<file path="config.mk">
export PLATFORM = sky130hd
export DESIGN_NAME = dcc_top
export DESIGN_NICKNAME = d
export VERILOG_FILES = /design/src/dcc_pkg.sv /design/src/dcc_top.sv
export SDC_FILE = /design/constraint.sdc
export NUM_CORES = 1
export LEC_CHECK = 0
export ABC_AREA = 1
export BUFFER_PORTS_ARGS = -buffer_cell sky130_fd_sc_hd__clkbuf_2
export CAP_MARGIN = 20
export CORE_MARGIN = 2
export CORE_UTILIZATION = 55
export DETAILED_ROUTE_END_ITERATION = 7
export PLACE_DENSITY = 0.77
export SLEW_MARGIN = 20
export SYNTH_ARGS = -nofsm -noshare
export SYNTH_HDL_FRONTEND = slang
export SYNTH_SLANG_ARGS = --single-unit
</file>
<file path="constraint.sdc">
create_clock -name aclk -period 3.1 [get_ports aclk]
set_input_delay 0.155 -clock aclk [delete_from_list [all_inputs] [get_ports aclk]]
set_output_delay 0.155 -clock aclk [all_outputs]
set_load 0.05 [all_outputs]
</file>
<file path="src/dcc_pkg.sv">
// Package with register map, field positions and carrier types for the DMA channel registers.
`default_nettype none
package dcc_pkg;
  // Register byte addresses; bit 8 selects the channel.
  localparam logic [11:0] OFS_CTRL0 = 12'h000;
  localparam logic [11:0] OFS_CTRL1 = 12'h004;
  localparam logic [11:0] OFS_HOLD = 12'h008;
  localparam logic [11:0] OFS_SBA_LO = 12'h00C;
  localparam logic [11:0] OFS_SBA_HI = 12'h010;
  localparam logic [11:0] OFS_SBA_UP = 12'h014;
  localparam logic [11:0] OFS_SLP_LO = 12'h018;
  localparam logic [11:0] OFS_SLP_HI = 12'h01C;
  localparam logic [11:0] OFS_SLP_UP = 12'h020;
  localparam logic [11:0] OFS_DLP_LO = 12'h024;
  localparam logic [11:0] OFS_DLP_HI = 12'h028;
  localparam logic [11:0] OFS_DBA_LO = 12'h02C;
  localparam logic [11:0] OFS_DBA_HI = 12'h030;
  localparam logic [11:0] OFS_STATUS = 12'h034;
  localparam int CH_SEL_BIT = 8;
  localparam int NUM_CH = 2;
  // Control register 0 fields.
  localparam int C0_ENABLE = 7;
  localparam int C0_START_ARM = 6;
  localparam int C0_ACTIVE = 5;
  localparam int C0_ABORT_ARM = 2;
  localparam int C0_PENDING = 0;
  localparam logic [7:0] C0_WMASK = 8'hE4;
  // Control register 1 fields.
  localparam int C1_DSTEP_LSB = 6;
  localparam int C1_DST_HALT = 5;
  localparam int C1_REGION_LSB = 3;
  localparam int C1_SSTEP_LSB = 1;
  localparam int C1_SRC_HALT = 0;
  localparam logic [7:0] SBA_UP_MASK = 8'h3F;
  localparam logic [7:0] RST_BYTE = 8'h00;
  // Status register bits (sticky, write one to clear).
  localparam int ST_DST_CNT = 0;
  localparam int ST_OVERRUN = 1;
  localparam logic [1:0] RESP_OKAY = 2'b00;
  localparam logic [1:0] RESP_SLVERR = 2'b10;
  typedef enum logic [1:0] {
    STEP_HOLD = 2'b00,
    STEP_INC = 2'b01,
    STEP_DEC = 2'b10,
    STEP_RSVD = 2'b11
  } dcc_step_e;
  typedef enum logic [1:0] {
    REG_DATA = 2'b00,
    REG_FLASH = 2'b01,
    REG_EEPROM = 2'b10
  } dcc_region_e;
  // One channel's hardware event inputs.
  typedef struct packed {
    logic start_trig;
    logic abort_trig;
    logic src_read_done;
    logic dst_write_done;
    logic src_reload;
    logic dst_reload;
    logic [7:0] read_data;
  } dcc_evt_s;
  // One channel's view outward to the transfer engine.
  typedef struct packed {
    logic run;
    dcc_region_e region;
    logic [21:0] src_addr;
    logic [15:0] dst_addr;
    logic [7:0] hold;
  } dcc_xfer_s;
endpackage
`default_nettype wire

</file>
<file path="src/dcc_top.sv">
// Two-channel DMA control and source register set with an AXI4-Lite slave.
//
// How it works
// - Control 0 bit 7 enables the channel; zero disables it.
// - Bit 6 arms hardware start triggers; hardware may clear it.
// - Bit 5 shows a transaction; software writes, hardware sets and clears.
// - Bit 2 arms abort triggers; hardware may clear it.
// - Read-only bit 0 is high while the holding byte awaits delivery.
// - Source step 10 decrements, 01 increments, 00 holds the 22-bit pointer.
// - Region field selects EEPROM on 1x, flash on 01, data space on 00.
// - Destination halt bit clears start arming on destination counter reload.
// - Source halt bit clears start arming on source counter reload.
// - Holding byte is readable, read only.
// - Source begin address is 22 bits over three bytes, upper six bits.
// - Live source pointer is readable as bytes, distinct from begin address.
// - Every reset zeroes all implemented fields.
// - Unimplemented bits read as zero.
// - Two identical channels each with a full register copy.
// - A halting destination reload also raises the destination count flag.
// - A start trigger during a message raises the overrun flag.
// - Abort finishes the access, clears active and arms; resume later.
// - Clearing enable returns the channel registers to reset values.
//
// Local design decisions: the AXI4-Lite register port and the placing of the registers.
`timescale 1ns/1ps
`default_nettype none
module dcc_top (
  // Clock and reset
  input wire logic aclk,
  input wire logic aresetn,
  // AXI4-Lite write address
  input wire logic [11:0] s_axi_awaddr,
  input wire logic s_axi_awvalid,
  output logic s_axi_awready,
  // AXI4-Lite write data
  input wire logic [31:0] s_axi_wdata,
  input wire logic [3:0] s_axi_wstrb,
  input wire logic s_axi_wvalid,
  output logic s_axi_wready,
  // AXI4-Lite write response
  output logic [1:0] s_axi_bresp,
  output logic s_axi_bvalid,
  input wire logic s_axi_bready,
  // AXI4-Lite read address
  input wire logic [11:0] s_axi_araddr,
  input wire logic s_axi_arvalid,
  output logic s_axi_arready,
  // AXI4-Lite read data
  output logic [31:0] s_axi_rdata,
  output logic [1:0] s_axi_rresp,
  output logic s_axi_rvalid,
  input wire logic s_axi_rready,
  // Transfer engine events and controls, one per channel
  input wire dcc_pkg::dcc_evt_s [1:0] evt,
  output dcc_pkg::dcc_xfer_s [1:0] xfer
);
  import dcc_pkg::*;

  // Step a pointer by the selected mode; reserved code holds it.
  function automatic logic [21:0] step_ptr(input logic [21:0] p, input logic [1:0] m);
    case (m)
      STEP_INC: step_ptr = p + 22'h000001;
      STEP_DEC: step_ptr = p - 22'h000001;
      default: step_ptr = p;
    endcase
  endfunction

  // Bus handshake state.
  logic aw_held_r, aw_held_nxt, w_held_r, w_held_nxt;
  logic [11:0] awaddr_r, awaddr_nxt;
  logic [31:0] wdata_r, wdata_nxt;
  logic wlane_r, wlane_nxt;
  logic bvalid_r, bvalid_nxt, rvalid_r, rvalid_nxt;
  logic [1:0] bresp_r, bresp_nxt, rresp_r, rresp_nxt;
  logic [31:0] rdata_r, rdata_nxt;
  logic do_write;
  logic [NUM_CH-1:0] wr_ch;
  logic [11:0] wr_off;
  logic [7:0] wr_byte;
  logic wr_ok;

  // Per-channel register state.
  logic [7:0] ctrl0_r [NUM_CH], ctrl0_nxt [NUM_CH];
  logic [7:0] ctrl1_r [NUM_CH], ctrl1_nxt [NUM_CH];
  logic [7:0] hold_r [NUM_CH], hold_nxt [NUM_CH];
  logic [21:0] sba_r [NUM_CH], sba_nxt [NUM_CH];
  logic [21:0] slp_r [NUM_CH], slp_nxt [NUM_CH];
  logic [15:0] dba_r [NUM_CH], dba_nxt [NUM_CH];
  logic [15:0] dlp_r [NUM_CH], dlp_nxt [NUM_CH];
  logic [1:0] stat_r [NUM_CH], stat_nxt [NUM_CH];
  logic abort_pend_r [NUM_CH], abort_pend_nxt [NUM_CH];
  dcc_xfer_s [1:0] xfer_r;

  function automatic logic known_off(input logic [11:0] a);
    logic [11:0] o;
    o = {a[11:CH_SEL_BIT+1], 1'b0, a[CH_SEL_BIT-1:0]};
    known_off = (a[11:CH_SEL_BIT+1] == '0) && (o <= OFS_STATUS) && (a[1:0] == 2'b00);
  endfunction

  // Write channel: address and data taken in either order.
  always_comb begin
    aw_held_nxt = aw_held_r;
    w_held_nxt = w_held_r;
    awaddr_nxt = awaddr_r;
    wdata_nxt = wdata_r;
    wlane_nxt = wlane_r;
    bvalid_nxt = bvalid_r;
    bresp_nxt = bresp_r;
    if (s_axi_awvalid && s_axi_awready) begin
      aw_held_nxt = 1'b1;
      awaddr_nxt = s_axi_awaddr;
    end
    if (s_axi_wvalid && s_axi_wready) begin
      w_held_nxt = 1'b1;
      wdata_nxt = s_axi_wdata;
      wlane_nxt = s_axi_wstrb[0];
    end
    if (do_write) begin
      aw_held_nxt = 1'b0;
      w_held_nxt = 1'b0;
      bvalid_nxt = 1'b1;
      bresp_nxt = wr_ok ? RESP_OKAY : RESP_SLVERR;
    end else if (bvalid_r && s_axi_bready) begin
      bvalid_nxt = 1'b0;
    end
  end

  assign do_write = aw_held_r && w_held_r && !bvalid_r;
  assign wr_ok = known_off(awaddr_r);
  assign wr_off = {awaddr_r[11:CH_SEL_BIT+1], 1'b0, awaddr_r[CH_SEL_BIT-1:0]};
  assign wr_byte = wdata_r[7:0];
  assign wr_ch[0] = do_write && wr_ok && wlane_r && !awaddr_r[CH_SEL_BIT];
  assign wr_ch[1] = do_write && wr_ok && wlane_r && awaddr_r[CH_SEL_BIT];

  // Channel logic, repeated per channel.
  for (genvar c = 0; c < NUM_CH; c++) begin : g_ch
    always_comb begin
      logic en, busy, halt;
      logic [1:0] hw_set;
      en = ctrl0_r[c][C0_ENABLE];
      busy = ctrl0_r[c][C0_ACTIVE];
      halt = 1'b0;
      hw_set = 2'b00;
      ctrl0_nxt[c] = ctrl0_r[c];
      ctrl1_nxt[c] = ctrl1_r[c];
      hold_nxt[c] = hold_r[c];
      sba_nxt[c] = sba_r[c];
      slp_nxt[c] = slp_r[c];
      dba_nxt[c] = dba_r[c];
      dlp_nxt[c] = dlp_r[c];
      abort_pend_nxt[c] = abort_pend_r[c];
      if (en) begin
        // Hardware start sets the active bit; a start during a message is an overrun.
        if (evt[c].start_trig && ctrl0_r[c][C0_START_ARM]) begin
          if (busy) hw_set[ST_OVERRUN] = 1'b1;
          ctrl0_nxt[c][C0_ACTIVE] = 1'b1;
        end
        if (evt[c].abort_trig && ctrl0_r[c][C0_ABORT_ARM]) begin
          abort_pend_nxt[c] = 1'b1;
          ctrl0_nxt[c][C0_START_ARM] = 1'b0;
          ctrl0_nxt[c][C0_ABORT_ARM] = 1'b0;
        end
        // Abort waits until no byte is in flight so the access finishes first.
        if (abort_pend_r[c] && !ctrl0_r[c][C0_PENDING]) begin
          ctrl0_nxt[c][C0_ACTIVE] = 1'b0;
          abort_pend_nxt[c] = 1'b0;
        end
        if (evt[c].src_read_done) begin
          hold_nxt[c] = evt[c].read_data;
          ctrl0_nxt[c][C0_PENDING] = 1'b1;
          slp_nxt[c] = step_ptr(slp_r[c], ctrl1_r[c][C1_SSTEP_LSB +: 2]);
        end
        if (evt[c].dst_write_done) begin
          ctrl0_nxt[c][C0_PENDING] = 1'b0;
          dlp_nxt[c] = 16'(step_ptr({6'h00, dlp_r[c]}, ctrl1_r[c][C1_DSTEP_LSB +: 2]));
        end
        if (evt[c].src_reload) begin
          slp_nxt[c] = sba_r[c];
          if (ctrl1_r[c][C1_SRC_HALT]) halt = 1'b1;
        end
        if (evt[c].dst_reload) begin
          dlp_nxt[c] = dba_r[c];
          if (ctrl1_r[c][C1_DST_HALT]) begin
            halt = 1'b1;
            hw_set[ST_DST_CNT] = 1'b1;
          end
        end
        if (halt) ctrl0_nxt[c][C0_START_ARM] = 1'b0;
      end
      stat_nxt[c] = stat_r[c] | hw_set;
      // Software writes; the hardware set of a status flag wins over its clear.
      if (wr_ch[c]) begin
        case (wr_off)
          OFS_CTRL0: begin
            ctrl0_nxt[c] = (wr_byte & C0_WMASK) | (ctrl0_nxt[c] & ~C0_WMASK);
            if (wr_byte[C0_ACTIVE]) abort_pend_nxt[c] = 1'b0;
          end
          OFS_CTRL1: ctrl1_nxt[c] = wr_byte;
          OFS_SBA_LO: sba_nxt[c][7:0] = wr_byte;
          OFS_SBA_HI: sba_nxt[c][15:8] = wr_byte;
          OFS_SBA_UP: sba_nxt[c][21:16] = wr_byte[5:0];
          OFS_DBA_LO: dba_nxt[c][7:0] = wr_byte;
          OFS_DBA_HI: dba_nxt[c][15:8] = wr_byte;
          OFS_STATUS: stat_nxt[c] = (stat_r[c] & ~wr_byte[1:0]) | hw_set;
          default: ;
        endcase
      end
      // Only the clearing of the enable resets the channel, so set-up writes made
      // before enabling are kept.
      if (en && !ctrl0_nxt[c][C0_ENABLE]) begin
        ctrl0_nxt[c] = RST_BYTE;
        ctrl1_nxt[c] = RST_BYTE;
        hold_nxt[c] = RST_BYTE;
        sba_nxt[c] = '0;
        slp_nxt[c] = '0;
        dba_nxt[c] = '0;
        dlp_nxt[c] = '0;
        stat_nxt[c] = '0;
        abort_pend_nxt[c] = 1'b0;
      end
    end

    always_ff @(posedge aclk) begin
      if (!aresetn) begin
        ctrl0_r[c] <= RST_BYTE;
        ctrl1_r[c] <= RST_BYTE;
        hold_r[c] <= RST_BYTE;
        sba_r[c] <= '0;
        slp_r[c] <= '0;
        dba_r[c] <= '0;
        dlp_r[c] <= '0;
        stat_r[c] <= '0;
        abort_pend_r[c] <= 1'b0;
        xfer_r[c] <= '0;
      end else begin
        ctrl0_r[c] <= ctrl0_nxt[c];
        ctrl1_r[c] <= ctrl1_nxt[c];
        hold_r[c] <= hold_nxt[c];
        sba_r[c] <= sba_nxt[c];
        slp_r[c] <= slp_nxt[c];
        dba_r[c] <= dba_nxt[c];
        dlp_r[c] <= dlp_nxt[c];
        stat_r[c] <= stat_nxt[c];
        abort_pend_r[c] <= abort_pend_nxt[c];
        xfer_r[c].run <= ctrl0_nxt[c][C0_ENABLE] && ctrl0_nxt[c][C0_ACTIVE]
                         && !abort_pend_nxt[c];
        xfer_r[c].region <= ctrl1_nxt[c][C1_REGION_LSB + 1] ? REG_EEPROM :
                            dcc_region_e'(ctrl1_nxt[c][C1_REGION_LSB +: 2]);
        xfer_r[c].src_addr <= slp_nxt[c];
        xfer_r[c].dst_addr <= dlp_nxt[c];
        xfer_r[c].hold <= hold_nxt[c];
      end
    end
  end

  // Read channel: one word per request, answered the cycle after it is taken.
  always_comb begin
    logic [7:0] b;
    logic ch;
    logic [11:0] off;
    b = 8'h00;
    ch = s_axi_araddr[CH_SEL_BIT];
    off = {s_axi_araddr[11:CH_SEL_BIT+1], 1'b0, s_axi_araddr[CH_SEL_BIT-1:0]};
    rvalid_nxt = rvalid_r;
    rdata_nxt = rdata_r;
    rresp_nxt = rresp_r;
    if (s_axi_arvalid && s_axi_arready) begin
      case (off)
        OFS_CTRL0: b = ctrl0_r[ch];
        OFS_CTRL1: b = ctrl1_r[ch];
        OFS_HOLD: b = hold_r[ch];
        OFS_SBA_LO: b = sba_r[ch][7:0];
        OFS_SBA_HI: b = sba_r[ch][15:8];
        OFS_SBA_UP: b = {2'b00, sba_r[ch][21:16]};
        OFS_SLP_LO: b = slp_r[ch][7:0];
        OFS_SLP_HI: b = slp_r[ch][15:8];
        OFS_SLP_UP: b = {2'b00, slp_r[ch][21:16]};
        OFS_DLP_LO: b = dlp_r[ch][7:0];
        OFS_DLP_HI: b = dlp_r[ch][15:8];
        OFS_DBA_LO: b = dba_r[ch][7:0];
        OFS_DBA_HI: b = dba_r[ch][15:8];
        OFS_STATUS: b = {6'h00, stat_r[ch]};
        default: b = 8'h00;
      endcase
      rvalid_nxt = 1'b1;
      rdata_nxt = {24'h000000, b};
      rresp_nxt = known_off(s_axi_araddr) ? RESP_OKAY : RESP_SLVERR;
    end else if (rvalid_r && s_axi_rready) begin
      rvalid_nxt = 1'b0;
    end
  end

  always_ff @(posedge aclk) begin
    if (!aresetn) begin
      aw_held_r <= 1'b0;
      w_held_r <= 1'b0;
      awaddr_r <= '0;
      wdata_r <= '0;
      wlane_r <= 1'b0;
      bvalid_r <= 1'b0;
      bresp_r <= RESP_OKAY;
      rvalid_r <= 1'b0;
      rdata_r <= '0;
      rresp_r <= RESP_OKAY;
      s_axi_awready <= 1'b0;
      s_axi_wready <= 1'b0;
      s_axi_arready <= 1'b0;
    end else begin
      aw_held_r <= aw_held_nxt;
      w_held_r <= w_held_nxt;
      awaddr_r <= awaddr_nxt;
      wdata_r <= wdata_nxt;
      wlane_r <= wlane_nxt;
      bvalid_r <= bvalid_nxt;
      bresp_r <= bresp_nxt;
      rvalid_r <= rvalid_nxt;
      rdata_r <= rdata_nxt;
      rresp_r <= rresp_nxt;
      // Ready is registered, so it is offered only while nothing is held.
      s_axi_awready <= !aw_held_nxt && !bvalid_nxt;
      s_axi_wready <= !w_held_nxt && !bvalid_nxt;
      s_axi_arready <= !rvalid_nxt;
    end
  end

  assign s_axi_bvalid = bvalid_r;
  assign s_axi_bresp = bresp_r;
  assign s_axi_rvalid = rvalid_r;
  assign s_axi_rdata = rdata_r;
  assign s_axi_rresp = rresp_r;
  assign xfer = xfer_r;
endmodule
`default_nettype wire

</file>
==> results.yml, run 1 <==
run_status:
  status: "complete, no violations"
cts:
  cts-root-buf: "clkbuf_16"
  cts_inserted_buffers: 27
  clk_pin_slew_ns: 0.06
  clk_latency_ns: 0.56
  cts_tree: "yes"
  clock_path_buffers: 3
  cts_resized: 0
  htree_levels: 1
  clock-sinks: 242
final_layout:
  area_delta_synth_final_pct: 15.2
  fin_cells: 3378
  drive_above_1_share_pct: 9.38
  final_nets: 3137
routing:
  ant_nets: 0
  vias: 18600
  post_drt_wl_per_cell_um: 16.6
  drcViolationCount: 0
  finalWirelength_um: 56100
  vias_per_cell: 5.52
  firstDrtPassIters: 8
  dr.first_iter.drc_count: 1657
sta:
  worstMarginPinSlew_ns: 1.03
  max-slew-margin-rel_pct: 31.2
  whs_ns: 0.0313
  period_needed_ns: 2.82
  finalHoldViolations: 0
  rsz0062_at_grt: "no"
  finalSetupViolations: 0
  max_freq_mhz: 355
  finClkSkew_ns: 0.0213
  tns_ns: 0
  final.period_utilization_pct: 90.9
  slew_viol_final: 0
floorplan:
  die_area_mm2: 0.0314
  core_mm2: 0.0296
  die-width_um: 177
  die_h_um: 177
  initial_utilization_pct: 55.8
  io_pins: 234
  std_cell_rows: 63
critical_path:
  cp-start-kind: "flop"
  path_cells: "ha_1 -> ha_1 -> nand2_1 -> nand2_1 -> inv_1 -> nand2_1 -> nand2_1 -> nand2_1 -> nand2_1 -> nand2_1 -> or2_2 -> nand3_1 -> nand2_1 -> nand2_1 -> nor2_1"
  critPathMaxFanout: 13
  cp.required_ns: 3.53
  crit_top_cell: "nand2_1"
  crit_path_end_kind: "flop"
  cpMaxStageDelayCell: "ha_1"
  arrival_ns: 3.24
  critPathMaxStageDelay_ns: 0.65
  ff2ff_setup_slack_ns: 0.28
  critical_path_class: "reg2reg"
synthesis:
  synth.distinct_cells: 43
  ys_seq_area_share_pct: 29.4
  yosysTopAreaCellShare_pct: 29.4
  avgSynthCellArea_um2: 5.93
  ys_seq_elements: 242
  synth.largest_area_cell: "dfxtp_1"
  synth_area_mm2: 0.0165
  netlist_instances: 2783
  synthTopCellsByArea: "dfxtp_1 (29%), nand2_1 (22%), a21oi_1 (8.3%)"
  ys.warnings.count: 0
global_route:
  grt-ovfl-total: 0
  grt_usage_pct: 34.9
  use_met3_pct: 5.15
  grtUsageMet2_pct: 58.7
  grt_pass1_wl_um: 87500
  antenna_found_initial: 2
  grt_use_met1_pct: 44.3
  grt_max_degree: 83
  grt-busiest-layer: "met2"
  grt_pass1_vias: 17100
placed_design:
  routabilityCongestion: 1.02
  port_buffers: 180
  numPlacedInstances: 3282
  hpwl_um: 41900
pwr:
  power.density_mw_per_mm2: 375
  ir_drop_mv: 0.484
  p_leak_uw: 0.00883
flow_run:
  drv_cap: 0
hold_path:
  hp-class: "in2reg"
==> final timing paths <==
path / startpoint / to / cells past startpoint
max: ctrl1_r[1][2]$_SDFFE_PP0P_ / slp_r[1][12]$_SDFFE_PP0P_ / 15
min reg2reg: w_held_r$_SDFF_PN0_ / s_axi_wready$_SDFF_PN0_ / 1
min: evt[26] / ctrl0_r[1][2]$_SDFF_PP0_ / 4
max reg2reg: ctrl1_r[1][2]$_SDFFE_PP0P_ / slp_r[1][12]$_SDFFE_PP0P_ / 15
==> power breakdown <==
group | leakage, uW | internal (uW) | switching (uW)
combinational | 0.00642 | 150 | 405
clock | 0.000456 | 2000 | 1360
sequential | 0.00195 | 3140 | 60.0
==> cell usage after synthesis <==
| cell | number |
|---|---|
| buf_2 | 16 |
| mux2i_1 | 4 |
| nand3_1 | 190 |
| buf_6 | 3 |
| nor2_4 | 3 |
| xnor2_1 | 20 |
| and2_1 | 2 |
| a22oi_1 | 4 |
| nand4_4 | 2 |
| a21oi_1 | 275 |
| nand3_2 | 2 |
| o21a_1 | 2 |
| nand4_1 | 18 |
| clkinv_1 | 3 |
| clkbuf_1 | 66 |
| buf_4 | 31 |
| nand2_1 | 948 |
| nor2_2 | 10 |
| ha_1 | 72 |
| nor3_2 | 1 |
| buf_1 | 7 |
| o21ai_0 | 165 |
| a21o_1 | 3 |
| clkinv_2 | 1 |
| or2_2 | 2 |
| o31ai_1 | 1 |
| inv_2 | 3 |
| o22ai_1 | 7 |
| a41oi_1 | 1 |
| o21bai_1 | 1 |
| o211ai_1 | 8 |
| nor3_1 | 25 |
| o2111a_1 | 2 |
| a211oi_1 | 1 |
| conb_1 | 1 |
| nand3b_1 | 3 |
| a21boi_0 | 1 |
| inv_1 | 308 |
| fa_1 | 4 |
| dfxtp_1 | 242 |
| nand2_2 | 3 |
| xor2_1 | 4 |
| nor2_1 | 318 |
==> flip-flops by register name, indices dropped and copies added (netlist names), 8 cells and up <==
name and count:
ctrl0_r 10, dba_r 32, sba_r 44, awaddr_r 12
wdata_r 8, s_axi_rdata 8, ctrl1_r 14, slp_r 44
hold_r 16, dlp_r 32
==> cell usage in the layout, fill, tap and decap left out, drive strengths merged, types with 3 or more instances in the layout <==
master / instances
a21o: 3
diode: 3
a22oi: 4
nand3b: 3
ha: 72
xor2: 4
clkinv: 9
fa: 4
clkbuf: 215
o22ai: 7
dlygate4sd3: 44
inv: 313
nor3: 26
a21oi: 275
nor2: 331
nand4: 20
o211ai: 8
buf: 29
bufinv: 3
mux2i: 4
o21ai: 165
dfxtp: 242
nand2: 951
nand3: 192
conb: 26
xnor2: 20
==> critical path: cells and delay by family (launching register included) <==
family / cells / cell delay [ns]
fa+ha+maj: 2 / 1.07
buf+inv: 1 / 0.05
flops: 1 / 0.35
simple gates: 12 / 1.21
==> stage by stage <==
stage	instance area (um2)	power (uW)	setup WS, ns	utilization (%)
2_1_floorplan	16600	3620	0.739	-
6_report	19000	7120	0.282	64.3
3_5_place_dp	17600	3760	0.375	59.6
5_1_grt	19000	7290	0.0990	64.3
4_1_cts	19000	7120	0.358	64.2
3_3_place_gp	17600	3750	0.400	59.6
==> routing by layer <==
layer / up-vias / part of all wire [%]
li1: 9210 / -
met1: 8409 / 41
met2: 854 / 46
met3: 171 / 8.0
met4: 0 / 4.7
met5: - / 0
==> cell families after synthesis <==
kind of cell | after synthesis | synth area share (%)
buf+inv | 438 | 10.9
flops | 242 | 29.4
fa+ha+maj | 76 | 5.95
mux | 4 | 0.243
simple gates | 1527 | 37.4
xor+xnor | 24 | 1.27
other cells | 1 | 0.0227
compound gates | 471 | 14.8
==> area by class of cell <==
cell class,count,area [um2]
Antenna cell,3,7.51
Clock buffer,36,769
Clock inverter,12,159
Fill cell,2894,10600
Inverter,315,1180
Multi-Input combinational cell,2128,9950
Sequential cell,242,4840
Tap cell,390,488
Timing Repair Buffer,252,1600
==> repair_timing <==
item,in CTS,in global routing
endpoints found under the setup margin,0,0
endpoints found under the hold margin,47,0
hold buffers,44,0
setup buffers,0,0
No activity file was read; power rests on OpenSTA's default activity.
==> inputs of run 2 (changes only) <==
ABC_AREA = not set   (was 1)
PLACE_DENSITY = 0.78   (was 0.77)
==> run 2 against run 1 <==
Compared with the run above:
- design area fell by 4.9%
- worst setup slack worse by 0.10 ns
- largest cell class unchanged
- largest power group unchanged
- critical path type unchanged
- maximum frequency is 3.5% lower
==> results.yml, run 2 <==
critical_path:
  ff2ff_setup_slack_ns: 0.18
  cpMaxStageDelayCell: "dfxtp_1"
  crit_top_cell: "o21a_1"
  path_cells: "inv_1 -> ha_1 -> ha_1 -> nor2b_1 -> o21a_1 -> o21ai_0 -> a21oi_1 -> o21a_1 -> o21a_1 -> o311a_1 -> nor3_1"
  crit_family: "compound AO/OA/AOI/OAI gates"
  crit_path_end_kind: "flop"
  critical_path_class: "reg2reg"
  critPathMaxFanout: 5
  critPathMaxStageDelay_ns: 0.38
  path_buf_inv: 1
  cp-start-kind: "flop"
  arrival_ns: 3.39
  cp.required_ns: 3.57
pwr:
  p_sw_share_pct: 25.5
  p_leak_uw: 0.00743
  power.net_switching_uw: 1820
  seq_power_share_pct: 44.5
  ir_drop_mv: 0.391
  p_clk_share_pct: 47.5
  power.density_mw_per_mm2: 395
  p_comb_share_pct: 8.1
  p_int_uw: 5320
sta:
  max-slew-margin-rel_pct: 30.1
  rsz0062_at_grt: "no"
  finalSetupViolations: 0
  slew_viol_final: 0
  whs_ns: 0.0289
  finClkSkew_ns: 0.0191
  tns_ns: 0
  final.period_utilization_pct: 94.2
  period_needed_ns: 2.92
  worstMarginPinSlew_ns: 1.05
  max_freq_mhz: 342
  finalHoldViolations: 0
global_route:
  grt_pass1_wl_um: 85900
  grt_max_degree: 43
  antenna_found_initial: 0
  grt_usage_pct: 38.5
  grt_pass1_vias: 14900
  grt-ovfl-total: 0
cts:
  postCtsSetupBuffers: 0
  clk_pin_slew_ns: 0.06
  clock-sinks: 242
  cts-root-buf: "clkbuf_16"
  cts_tree: "yes"
  clock_path_buffers: 3
  htree_levels: 1
  clk_latency_ns: 0.55
  cts_inserted_buffers: 27
routing:
  ant_nets: 0
  drcViolationCount: 0
  vias: 16100
  dr.first_iter.drc_count: 2046
  finalWirelength_um: 57500
  post_drt_wl_per_cell_um: 22.9
  firstDrtPassIters: 6
  vias_per_cell: 6.41
floorplan:
  io_pins: 234
  std_cell_rows: 60
  die_area_mm2: 0.0290
  initial_utilization_pct: 56.2
  die-width_um: 170
  die_h_um: 170
  core_mm2: 0.0270
synthesis:
  synth_most_common_cell: "nand2_1"
  synth_common_cells: "nand2_1 (252), dfxtp_1 (242), nor2_1 (195), a21oi_1 (178), o21ai_0 (122)"
  ys_seq_elements: 242
  synth_edf_count: 0
  ys.warnings.count: 0
  yosysTopAreaCellShare_pct: 31.9
  avgSynthCellArea_um2: 7.89
  netlist_instances: 1926
  ys_seq_area_share_pct: 31.9
  synth.distinct_cells: 77
  synth.largest_area_cell: "dfxtp_1"
  synth_ff_type: "dfxtp_1"
  synth_area_mm2: 0.0152
  synthTopCellsByArea: "dfxtp_1 (32%), mux2i_1 (7.9%), nand2_1 (6.2%)"
  synthArstFlopShare_pct: 0
final_layout:
  final_nets: 2318
  antenna_cells: 0
  fill_cells: 2294
  top_regs: "sba_r (44), slp_r (44)"
  final_cell_mix: "nand2_1 (252), dfxtp_1 (242), nor2_1 (195)"
  final_common_cell: "nand2_1"
  drive_above_1_share_pct: 16.2
  finish.instance_area_mm2: 0.0181
  area_delta_synth_final_pct: 18.8
placed_design:
  hpwl_um: 41600
  port_buffers: 180
  routabilityCongestion: 1.03
  post_dp_cell_area_mm2: 0.0166
flow_run:
  drv_cap: 0
hold_path:
  hp-class: "in2reg"
run_status:
  status: "complete, no violations"
run 2: changes by cell type in the layout (fill, tap and decap cells not counted), moves of 25 or more:
cell / previous run / this run
nand2_1: 948 / 252
inv_1: 308 / 32
nand3_1: 190 / 51
nor2_1: 318 / 195
mux2i_1: 4 / 120
a21oi_1: 275 / 177
buf_4: 25 / 78
o21ai_0: 165 / 119
a211oi_1: 1 / 28
a21o_1: 3 / 29
nor3_1: 25 / 51
a21boi_0: 1 / 26
run 2: logic make-up after synthesis:
group | after synthesis | synth area share, %
AND/OR/NAND/NOR | 680 | 20.3
AO/OA/AOI/OAI | 570 | 23.7
flip-flops | 242 | 31.9
buffers and inverters | 175 | 5.28
multiplexers | 136 | 9.75
adder cells (fa/ha/maj) | 76 | 6.45
XOR/XNOR | 46 | 2.65
other | 1 | 0.0247
run 2: layout make-up:
type | instances | area [um2] | area share, %
clock buffers | 33 | 728 | 4.03
clock inverters | 16 | 199 | 1.10
inverters | 33 | 124 | 0.686
multi-input cells | 1534 | 9680 | 53.6
flip-flops and latches | 242 | 4840 | 26.8
well taps | 341 | 427 | 2.36
repair buffers | 309 | 2060 | 11.4
run 2: power by group through the flow:
stage | logic [uW] | registers, uW | clock network [uW]
after floorplan | 354 | 3230 | 0
after global placement | 502 | 3240 | 0
after detailed placement | 507 | 3240 | 0
after CTS | 554 | 3170 | 3380
after global routing | 599 | 3170 | 3520
final | 575 | 3180 | 3390
run 2: metal layers:
layer	wire length [um]	track usage, %	vias up	share of wire (%)
li1	-	-	7366	-
met1	23300	50.0	7653	40
met2	26700	63.7	883	46
met3	4850	5.79	182	8.4
met4	2740	16.6	0	4.8
met5	0	0	-	0
run 2: path summary, 6_finish.rpt:
check	from	end	cells past startpoint
max	ctrl1_r[1][6]$_SDFFE_PP0P_	dlp_r[1][8]$_SDFFE_PP0P_	11
min	evt[12]	ctrl0_r[0][2]$_SDFF_PP0_	4
max reg2reg	ctrl1_r[1][6]$_SDFFE_PP0P_	dlp_r[1][8]$_SDFFE_PP0P_	11
min reg2reg	s_axi_rdata[1]$_SDFFE_PN0P_	s_axi_rdata[1]$_SDFFE_PN0P_	2
run 2: through the flow:
stage                     power, uW  utilization, %  std cells  setup WS, ns
final                          7140            66.8       2508         0.180
after floorplan                3590               -       1951        0.0747
after global routing           7290            66.8       2508       0.00264
after detailed placement       3750            61.6       2413        0.0649
after global placement         3740            61.6       2413         0.131
after CTS                      7110            66.7       2508        0.0568
run 2: timing repair:
| action | CTS | global route |
|---|---|---|
| hold buffers | 46 | 0 |
| endpoints found under the setup margin | 0 | 18 |
| endpoints found under the hold margin | 49 | 0 |
| resized for setup | 0 | 11 |
run 2: worst min-delay path, stage by stage:
cell and delay [ns]:
clkbuf_2 0.15, nand2_1 0.07, o211ai_1 0.09, a21oi_1 0.07
